File: src/hdl/sas_pkg.sv
// Shared constants and types for the converter sequencer
package sas_pkg;

  // Register port widths
  localparam int ADDR_W = 8;
  localparam int DATA_W = 8;

  // Register offsets
  localparam logic [ADDR_W-1:0] OFF_IRQ_EN = 8'h04;
  localparam logic [ADDR_W-1:0] OFF_IRQ_STAT = 8'h05;
  localparam logic [ADDR_W-1:0] OFF_IRQ_CLR = 8'h06;
  localparam logic [ADDR_W-1:0] OFF_CTRL = 8'h20;
  localparam logic [ADDR_W-1:0] OFF_MODE = 8'h21;
  localparam logic [ADDR_W-1:0] OFF_RES_HI = 8'h22;
  localparam logic [ADDR_W-1:0] OFF_RES_LO = 8'h23;
  localparam logic [ADDR_W-1:0] OFF_STATUS = 8'h24;

  // Control register fields
  localparam int CTRL_EN_BIT = 7;
  localparam int CTRL_GO_BIT = 6;
  localparam int CH_LSB = 0;
  localparam int CH_W = 4;

  // Mode register fields
  localparam int DIV_LSB = 0;
  localparam int DIV_SEL_W = 3;
  localparam int DIV_CNT_W = 7;
  localparam logic [DIV_CNT_W-1:0] DIV_CNT_MAX = 7'h7F;
  localparam logic [DIV_SEL_W-1:0] DIV_SEL_TOP = 3'h7;

  // Interrupt bit shared by enable, status and clear
  localparam int IRQ_CONV_BIT = 3;

  // Status register fields
  localparam int STAT_BUSY_BIT = 7;
  localparam int STAT_SAMPLE_BIT = 6;
  localparam int STAT_IDX_LSB = 0;

  // Result layout: 12-bit code, left-justified over two bytes
  localparam int RES_W = 12;
  localparam int RES_PAD = 4;
  localparam int IDX_W = 4;
  localparam logic [IDX_W-1:0] RES_MSB_IDX = 4'hB;
  localparam logic [RES_W-1:0] RES_MSB_ONLY = 12'h800;
  localparam logic [RES_W-1:0] RES_RST = 12'h000;

  // Channels: eleven pins then the bandgap
  localparam int NUM_CH = 12;
  localparam logic [CH_W-1:0] BANDGAP_CH = 4'hB;

  // Reset values
  localparam logic [DATA_W-1:0] DATA_ZERO = 8'h00;
  localparam logic [CH_W-1:0] CH_RST = 4'h0;
  localparam logic [DIV_SEL_W-1:0] DIV_RST = 3'h0;

  // Sequencer states
  typedef enum logic [2:0] {
    SAS_IDLE = 3'b001,
    SAS_SAMPLE = 3'b010,
    SAS_CONVERT = 3'b100
  } sas_state_t;

endpackage : sas_pkg

File: src/hdl/sas_clk_div.sv
// Conversion clock divider producing a one-cycle enable pulse
`timescale 1ns/1ps
module sas_clk_div (
  // Clock and reset
  input wire logic sys_clk,
  input wire logic reset,
  // Control
  input wire logic run,
  input wire logic [sas_pkg::DIV_SEL_W-1:0] divSel,
  // Output enable pulse
  output logic tick
);

  typedef struct packed {
    logic [sas_pkg::DIV_CNT_W-1:0] count;
  } sas_div_t;

  sas_div_t div_reg;
  sas_div_t div_next;
  logic [sas_pkg::DIV_CNT_W-1:0] limit;

  // Divide by 2**divSel: 1, 2, 4 ... 128
  assign limit = sas_pkg::DIV_CNT_MAX >> (sas_pkg::DIV_SEL_TOP - divSel);
  assign tick = run && (div_reg.count == limit);

  // Counter held at zero while idle so each window starts with a full period
  always_comb begin
    div_next = div_reg;
    if (!run || tick) begin
      div_next.count = '0;
    end else begin
      div_next.count = div_reg.count + 7'h01;
    end
  end

  always_ff @(posedge sys_clk or posedge reset) begin
    if (reset) begin
      div_reg <= '0;
    end else begin
      div_reg <= div_next;
    end
  end

endmodule : sas_clk_div

File: src/hdl/sas_sequencer.sv
// Successive-approximation converter sequencer with register port and interrupt
`timescale 1ns/1ps
// What this block does
// - Writing ones to control bits 7 and 6 while already enabled starts; bit 6 reads one once result is ready.
// - Conversion clock is system clock divided by one of eight settings, 1 to 128.
// - Input is sampled for exactly one conversion clock period before conversion.
// - Twelve sources: eleven external pins plus internal bandgap, chosen in control register.
// - Reference is always the supply; bandgap is only ever an input channel.
// - Result is 12-bit code: input over supply times 4096.
// - Result is left-justified over high and low bytes; shift right four.
// - Enable bit in control register; clearing it or writing zero disables.
// - Interrupt enable bit 3 gates completion interrupt; one enables, reset clears.
// - Completion sets interrupt request flag; only a software write or reset clears it.
module sas_sequencer (
  // Clock and reset
  input wire logic sys_clk,
  input wire logic reset,
  // Register port
  input wire logic [sas_pkg::ADDR_W-1:0] regAddr,
  input wire logic [sas_pkg::DATA_W-1:0] regWdata,
  input wire logic regWrite,
  input wire logic regRead,
  output logic [sas_pkg::DATA_W-1:0] regRdata,
  // Analog front end
  input wire logic compHigh,
  output logic [sas_pkg::CH_W-1:0] channelSel,
  output logic bandgapSel,
  output logic sampleOn,
  output logic [sas_pkg::RES_W-1:0] dacCode,
  output logic refSupply,
  output logic converterOn,
  // Interrupt
  output logic irq
);

  typedef struct packed {
    sas_pkg::sas_state_t state;
    logic enable;
    logic done;
    logic [sas_pkg::CH_W-1:0] channel;
    logic [sas_pkg::DIV_SEL_W-1:0] divSel;
    logic [sas_pkg::RES_W-1:0] result;
    logic [sas_pkg::RES_W-1:0] trial;
    logic [sas_pkg::IDX_W-1:0] bitIdx;
    logic irqEn;
    logic irqFlag;
    logic [sas_pkg::DATA_W-1:0] rdata;
  } sas_regs_t;

  sas_regs_t st_reg;
  sas_regs_t st_next;
  logic conversionClock;
  logic busy;
  logic convFinish;
  logic wrCtrl;
  logic wrMode;
  logic wrIrqEn;
  logic wrIrqClr;
  logic startReq;
  logic divRun;
  logic [sas_pkg::RES_W-1:0] kept;

  assign busy = (st_reg.state != sas_pkg::SAS_IDLE);
  // Restart mid-conversion also clears the divider, so the new window is whole
  assign divRun = busy && !startReq;

  // Conversion clock enable; restarts with each conversion
  sas_clk_div u_clk_div (
    .sys_clk(sys_clk),
    .reset(reset),
    .run(divRun),
    .divSel(st_reg.divSel),
    .tick(conversionClock)
  );

  // Write decode
  assign wrCtrl = regWrite && (regAddr == sas_pkg::OFF_CTRL);
  assign wrMode = regWrite && (regAddr == sas_pkg::OFF_MODE);
  assign wrIrqEn = regWrite && (regAddr == sas_pkg::OFF_IRQ_EN);
  assign wrIrqClr = regWrite && (regAddr == sas_pkg::OFF_IRQ_CLR);

  // Start only honoured when the converter is already on
  assign startReq = wrCtrl && regWdata[sas_pkg::CTRL_GO_BIT]
                    && regWdata[sas_pkg::CTRL_EN_BIT] && st_reg.enable;

  // Current trial with the tested bit settled by the comparator
  always_comb begin
    kept = st_reg.trial;
    if (!compHigh) begin
      kept[st_reg.bitIdx] = 1'b0;
    end
  end

  assign convFinish = (st_reg.state == sas_pkg::SAS_CONVERT) && conversionClock
                      && (st_reg.bitIdx == '0);

  always_comb begin
    st_next = st_reg;
    st_next.rdata = sas_pkg::DATA_ZERO;

    // Sequencer
    case (st_reg.state)
      sas_pkg::SAS_IDLE: begin
        st_next.state = sas_pkg::SAS_IDLE;
      end
      sas_pkg::SAS_SAMPLE: begin
        // Sample switch closed for one whole conversion clock period
        if (conversionClock) begin
          st_next.state = sas_pkg::SAS_CONVERT;
          st_next.trial = sas_pkg::RES_MSB_ONLY;
          st_next.bitIdx = sas_pkg::RES_MSB_IDX;
        end
      end
      sas_pkg::SAS_CONVERT: begin
        if (conversionClock) begin
          // Binary search against supply-referenced DAC; all ones caps full swing
          st_next.trial = kept;
          if (st_reg.bitIdx == '0) begin
            st_next.result = kept;
            st_next.done = 1'b1;
            st_next.state = sas_pkg::SAS_IDLE;
          end else begin
            st_next.trial[st_reg.bitIdx - 4'h1] = 1'b1;
            st_next.bitIdx = st_reg.bitIdx - 4'h1;
          end
        end
      end
      default: begin
        st_next.state = sas_pkg::SAS_IDLE;
      end
    endcase

    // Control register write; a disable aborts any conversion in flight
    if (wrCtrl) begin
      st_next.enable = regWdata[sas_pkg::CTRL_EN_BIT];
      st_next.channel = regWdata[sas_pkg::CH_LSB +: sas_pkg::CH_W];
      if (!regWdata[sas_pkg::CTRL_EN_BIT]) begin
        st_next.state = sas_pkg::SAS_IDLE;
        st_next.trial = sas_pkg::RES_RST;
        st_next.done = st_reg.done;
        st_next.result = st_reg.result;
      end else if (startReq) begin
        // Restart wins over a conversion still running
        st_next.state = sas_pkg::SAS_SAMPLE;
        st_next.done = 1'b0;
        st_next.result = st_reg.result;
        st_next.trial = sas_pkg::RES_RST;
      end
    end

    if (wrMode) begin
      st_next.divSel = regWdata[sas_pkg::DIV_LSB +: sas_pkg::DIV_SEL_W];
    end

    if (wrIrqEn) begin
      st_next.irqEn = regWdata[sas_pkg::IRQ_CONV_BIT];
    end

    // Flag set beats a clear in the same cycle
    st_next.irqFlag = (st_reg.irqFlag & ~(wrIrqClr & regWdata[sas_pkg::IRQ_CONV_BIT]))
                      | convFinish;

    // Read data valid only in the cycle after the strobe
    if (regRead) begin
      case (regAddr)
        sas_pkg::OFF_CTRL: begin
          st_next.rdata[sas_pkg::CTRL_EN_BIT] = st_reg.enable;
          st_next.rdata[sas_pkg::CTRL_GO_BIT] = st_reg.done;
          st_next.rdata[sas_pkg::CH_LSB +: sas_pkg::CH_W] = st_reg.channel;
        end
        sas_pkg::OFF_MODE: begin
          st_next.rdata[sas_pkg::DIV_LSB +: sas_pkg::DIV_SEL_W] = st_reg.divSel;
        end
        sas_pkg::OFF_RES_HI: begin
          st_next.rdata = st_reg.result[sas_pkg::RES_W-1 -: sas_pkg::DATA_W];
        end
        sas_pkg::OFF_RES_LO: begin
          st_next.rdata[sas_pkg::DATA_W-1 -: sas_pkg::RES_PAD] =
            st_reg.result[sas_pkg::RES_PAD-1:0];
        end
        sas_pkg::OFF_IRQ_EN: begin
          st_next.rdata[sas_pkg::IRQ_CONV_BIT] = st_reg.irqEn;
        end
        sas_pkg::OFF_IRQ_STAT: begin
          st_next.rdata[sas_pkg::IRQ_CONV_BIT] = st_reg.irqFlag;
        end
        sas_pkg::OFF_STATUS: begin
          st_next.rdata[sas_pkg::STAT_BUSY_BIT] = busy;
          st_next.rdata[sas_pkg::STAT_SAMPLE_BIT] = (st_reg.state == sas_pkg::SAS_SAMPLE);
          st_next.rdata[sas_pkg::STAT_IDX_LSB +: sas_pkg::IDX_W] = st_reg.bitIdx;
        end
        default: begin
          st_next.rdata = sas_pkg::DATA_ZERO;
        end
      endcase
    end
  end

  always_ff @(posedge sys_clk or posedge reset) begin
    if (reset) begin
      st_reg.state <= sas_pkg::SAS_IDLE;
      st_reg.enable <= 1'b0;
      st_reg.done <= 1'b0;
      st_reg.channel <= sas_pkg::CH_RST;
      st_reg.divSel <= sas_pkg::DIV_RST;
      st_reg.result <= sas_pkg::RES_RST;
      st_reg.trial <= sas_pkg::RES_RST;
      st_reg.bitIdx <= '0;
      st_reg.irqEn <= 1'b0;
      st_reg.irqFlag <= 1'b0;
      st_reg.rdata <= sas_pkg::DATA_ZERO;
    end else begin
      st_reg <= st_next;
    end
  end

  // Outputs
  assign regRdata = st_reg.rdata;
  assign channelSel = st_reg.channel;
  assign bandgapSel = (st_reg.channel == sas_pkg::BANDGAP_CH);
  assign sampleOn = (st_reg.state == sas_pkg::SAS_SAMPLE);
  assign dacCode = st_reg.trial;
  // Supply is the only reference; no path routes the bandgap to it
  assign refSupply = 1'b1;
  assign converterOn = st_reg.enable;
  assign irq = st_reg.irqFlag & st_reg.irqEn;

endmodule : sas_sequencer

File: config.mk
export PLATFORM = sky130hd
export DESIGN_NAME = sas_sequencer
export DESIGN_NICKNAME = d
export VERILOG_FILES = /design/src/hdl/sas_pkg.sv /design/src/hdl/sas_clk_div.sv /design/src/hdl/sas_sequencer.sv
export SDC_FILE = /design/constraint.sdc
export NUM_CORES = 1
export LEC_CHECK = 0
export ABC_AREA = 1
export BUFFER_PORTS_ARGS = -buffer_cell sky130_fd_sc_hd__buf_4
export CAP_MARGIN = 20
export CORE_ASPECT_RATIO = 0.6
export CORE_MARGIN = 3
export CORE_UTILIZATION = 52
export DETAILED_ROUTE_END_ITERATION = 7
export PLACE_DENSITY = 0.82
export RECOVER_POWER = 25
export SKIP_CTS_REPAIR_TIMING = 1
export SYNTH_ARGS = -nofsm -noshare
export SYNTH_HDL_FRONTEND = slang
export SYNTH_SLANG_ARGS = --single-unit
File: constraint.sdc
create_clock -name sys_clk -period 1.6 [get_ports sys_clk]
set_input_delay 0 -clock sys_clk [delete_from_list [all_inputs] [get_ports sys_clk]]
set_output_delay 0 -clock sys_clk [all_outputs]
set_load 0.05 [all_outputs]
== After elaboration in Yosys (flattened, before gate mapping) ==
Cells that the tools add are included.
Word-level totals
  register bits after elaboration: 57
Cells by class
  equal/unequal tests: 18
  bitwise operators: 8
  muxes and demuxes: 32
  shifts and indexed selects: 1
  add/subtract/negate cells: 3
  reduce and logical (&&, ||, !) cells: 20
  magnitude comparators: 4
Operator list (number)
  two-way mux 24 bit: 3
  == test 8 x 6 -> 1 bit (second input constant): 5
  two-way mux 12 bit: 3
  two-way mux 16 bit: 2
  one-hot mux 16 bit (2 select lines): 1
  two-way mux 28 bit: 1
  == test 8 x 3 -> 1 bit (second input constant): 3
  two-way mux 3 bit: 5
  logical AND 1 bit: 13
  bitwise AND 12 bit: 1
  inverter 12 bit: 1
  bitwise OR 12 bit: 1
  one-hot mux 3 bit (4 select lines): 1
  less-than comparator 4 x 5 -> 1 bit (second input constant): 2
  two-way mux 9 bit: 1
  demux 1 bit (select 4 bit): 2
  greater-or-equal comparator 4 x 1 -> 1 bit (second input constant): 2
  two-way mux 8 bit: 1
  inequality test 2 bit (second input constant): 4
  one-hot mux 2 bit (4 select lines): 1
  adder 7 x 1 -> 7 bit (second input constant): 1
  == test 7 bit: 1
  two-way mux 1 bit: 7
  two-way mux 7 bit: 1
  20 further kinds: 23

== Depth between registers and ports, before layout ==
  depth in word-level cells: 14
  gate-level depth with buffers: 13

== Cells and area by module ==
Synthesis repeated with hierarchy kept, for this count alone.
Unflattened totals
  cells, all modules: 474
  area total of the unflattened synthesis: 3399.5 um^2
By module, submodules not included
  sas_sequencer: instances 1, area each 2889.0 um^2, cells each 403
  sas_clk_div: instances 1, area each 510.5 um^2, cells each 71

== Worst setup path before layout ==
OpenSTA, ideal clock, no wires.
  path kind: flip-flop to flip-flop
  from: register st_reg[47] (netlist name)
  to: register st_reg (netlist bit dacCode[10])
  clock period less this slack: 1585 ps
  required time: 1523 ps
  path buffers: 1
  library setup time: 77 ps
  data arrival time: 1508 ps
  slack: 15 ps
  stages on the path, launching flop included: 10
  cells stage by stage: dfstp_2 -> inv_1 -> nand3_1 -> inv_1 -> nor2_1 -> inv_1 -> nand3_2 -> buf_6 -> nand2_1 -> a21oi_1
RTL lines
  start, declared: line sas_sequencer.sv:50  | sas_regs_t st_reg;
  start signal, assigned: line sas_sequencer.sv:213  | st_reg <= st_next;

== Final worst setup path ==
  from: register st_reg[38] (netlist name)
  to: register st_reg[28] (netlist name)
Between the ends
  longest elaborated chain between the ends: 9
RTL lines
  subtractor 3 bit (*): line sas_clk_div.sv:23  | assign limit = sas_pkg::DIV_CNT_MAX >> (sas_pkg::DIV_SEL_TOP - divSel);
  >> shifter 7 x 3 -> 7 bit (*): line sas_clk_div.sv:23
  == test 7 bit (*): line sas_clk_div.sv:24  | assign tick = run && (div_reg.count == limit);
  logical AND 1 bit (*): line sas_clk_div.sv:24
  two-way mux 28 bit (*): line sas_sequencer.sv:115  | if (conversionClock) begin
  two-way mux 12 bit (*): line sas_sequencer.sv:102  | case (st_reg.state)
  two-way mux 24 bit: line sas_sequencer.sv:142  | end else if (startReq) begin
  two-way mux 24 bit: line sas_sequencer.sv:137  | if (!regWdata[sas_pkg::CTRL_EN_BIT]) begin
  two-way mux 24 bit (*): line sas_sequencer.sv:134  | if (wrCtrl) begin
Every way passes the cells marked *; elsewhere a longest branch is shown, timed or not. The select of a mux whose other input is x is not followed.
A chain may end at the register's enable or synchronous reset.

==> impl_metrics.json <==
{
  "max_stage_delay_ns": 0.44,
  "setup_ws_ns": -0.171,
  "post-dp-hpwl_mm": 6.74,
  "num-nets-final": 543,
  "grt_pass1_wl_mm": 14.1,
  "max_cap_viol_count": 0,
  "wl_per_cell_um": 14.8,
  "yosysWarnings": 0,
  "dieArea_um2": 7540,
  "antenna_cells": 0,
  "cts_root_buf": "clkbuf_8",
  "syn2layout_area_growth_pct": 24.9,
  "outcome": "finished with violations",
  "firstDrtPassIters": 5,
  "routed_wl_mm": 9.04,
  "r2r_cells": 12,
  "drt-vias-per-instance": 5.37,
  "grt_overflow": 0,
  "peakVddDrop_mv": 0.489,
  "fin_cells": 610,
  "clock_latency_ns": 0.35,
  "end_kind": "register",
  "synth_nets": 476,
  "antenna_found_initial": 0,
  "placed_area_um2": 3840,
  "clk_pin_slew_worst_paths_ns": 0.07,
  "cp.required_ns": 1.89,
  "synthCells": 454,
  "largest_reg_flops": 25,
  "layout_commonest_cell": "nand2_1",
  "placed_cells": 585,
  "start_util_pct": 54.6,
  "path_cells": "inv_2 > nand2_2 > nand3_1 > nand2_1 > nor2_2 > nand2_2 > nor2_8 > nand2_4 > inv_6 > buf_6 > nand4_1 > nand2_1",
  "arrival_ns": 2.06,
  "port_buffers": 46,
  "path_delay_family": "simple AND/OR/NAND/NOR gates",
  "h-tree-depth": 3,
  "rsz0062_at_grt": "true",
  "timing.final.crit_share_pct": 111,
  "die_y_um": 68.5,
  "finish.instance_area_um2": 4220,
  "grt_usage_pct": 25.2,
  "slew_headroom_pct": 51.1,
  "violations": "hold timing, setup timing",
  "vias": 3274,
  "fin_hold_ws_ns": -0.00225,
  "fp-row-count": 22,
  "pin_count": 50,
  "total_power_mw": 3.34,
  "grt_pass1_vias": 2903,
  "synth_area_um2": 3380,
  "grt_max_degree": 30,
  "core-area_um2": 6190,
  "cts_sinks": 57,
  "initialDrtViolationCount": 239,
  "dp_slack_ns": -0.194,
  "worstPathMaxFanout": 8,
  "drc": 0,
  "fin_crit_ns": 1.77,
  "cp-start-kind": "register",
  "synth_flop_cell": "dfrtp_1",
  "tns_ns": -4.72,
  "numCtsBuffers": 9,
  "drive_above_1_share_pct": 27.0,
  "gp_congestion": 0.983,
  "tightest_slew_ns": 0.733,
  "avgSynthCellArea_um2": 7.45,
  "slowest_stage": "dfrtp_1",
  "fin_util_pct": 68.2,
  "final_antenna_net_count": 0,
  "most-common-layout-cells": "122 x nand2_1, 79 x buf_4, 56 x inv_1, 54 x dfrtp_1, 31 x nor2_1",
  "whs_path_depth": 3,
  "crit_type": "reg -> reg",
  "cts_buffer_depth": 2,
  "maxSlewViolCount": 0,
  "worst_hold_path_type": "in -> reg",
  "path_buf_inv": 3,
  "powerDensity_nw_per_um2": 792,
  "ys_types": 40,
  "path_depth": 12,
  "fmax_mhz": 564,
  "total_leakage_power_nw": 2.28,
  "synth-seq-cells": 57,
  "synth_seq_area_share_pct": 42.2,
  "die_w_um": 110,
  "synth_edf_count": 0,
  "cts_tree": "yes",
  "clock_skew_ns": 0.0112,
  "setup_viol": 38,
  "async_flop_share_pct": 100,
  "finalHoldViolations": 1
}
[cell usage after synthesis (6+ instances only)]
| cell type | instances | area (µm²) |
|---|---|---|
| nand3_1 | 15 | 75.1 |
| nor2_1 | 34 | 128 |
| a21oi_1 | 19 | 95.1 |
| inv_1 | 57 | 214 |
| buf_4 | 26 | 195 |
| nand2_2 | 6 | 37.5 |
| nand2_1 | 128 | 480 |
| nand4_1 | 28 | 175 |
| dfrtp_1 | 56 | 1400 |
| o21ai_0 | 27 | 135 |
[area by class of cell]
| class | instances | area [µm²] |
|---|---|---|
| fill | 513 | 1970 |
| timing repair buffer | 91 | 704 |
| sequential | 57 | 1430 |
| inverter | 63 | 246 |
| clock inverter | 6 | 90.1 |
| tap | 84 | 105 |
| multi-input combinational | 299 | 1510 |
| clock buffer | 10 | 138 |
[logic make-up after synthesis]
| kind of cell | after synthesis | synth area share (%) |
|---|---|---|
| AO/OA/AOI/OAI | 60 | 9.70 |
| adder cells (fa/ha/maj) | 1 | 0.370 |
| flip-flops | 57 | 42.2 |
| AND/OR/NAND/NOR | 231 | 31.3 |
| buffers and inverters | 98 | 14.7 |
| other | 1 | 0.111 |
| XOR/XNOR | 6 | 1.55 |
[tightest hold or removal path, cell delays in order]
cell and delay (ns):
buf_4 0.12, nand4_2 0.10, nand2_1 0.07
[where the power goes]
part	leakage, nW	internal (mW)	switching, mW
Sequential	0.778	1.45	0.0161
Clock	0.113	0.923	0.626
Combinational	1.38	0.119	0.203
Total	2.28	2.50	0.845
[worst paths after layout]
| check | from | end | slack [ns] |
|---|---|---|---|
| min in group asynchronous | reset | regRdata[3]$_DFF_PP0_ | 0.40 |
| hold reg to reg | st_reg[32]$_DFFE_PP0P_ | st_reg[32]$_DFFE_PP0P_ | 0.48 |
| setup / recovery | st_reg[38]$_DFFE_PP0P_ | st_reg[28]$_DFFE_PP0P_ | -0.17 |
| max in group asynchronous | reset | st_reg[40]$_DFFE_PP0P_ | 0.64 |
| hold / removal | regWdata[7] | st_reg[48]$_DFF_PP0_ | -0.002 |
| setup reg to reg | st_reg[38]$_DFFE_PP0P_ | st_reg[28]$_DFFE_PP0P_ | -0.17 |
[metal layers]
layer / part of all wire (%) / up-vias / global-route usage, %
li1: - / 1574 / -
met4: 1.6 / 0 / 8.14
met1: 46 / 1531 / 36.8
met3: 10 / 14 / 7.73
met2: 42 / 155 / 35.6
met5: 0 / - / 0
Power figures use the tool's default switching activity.
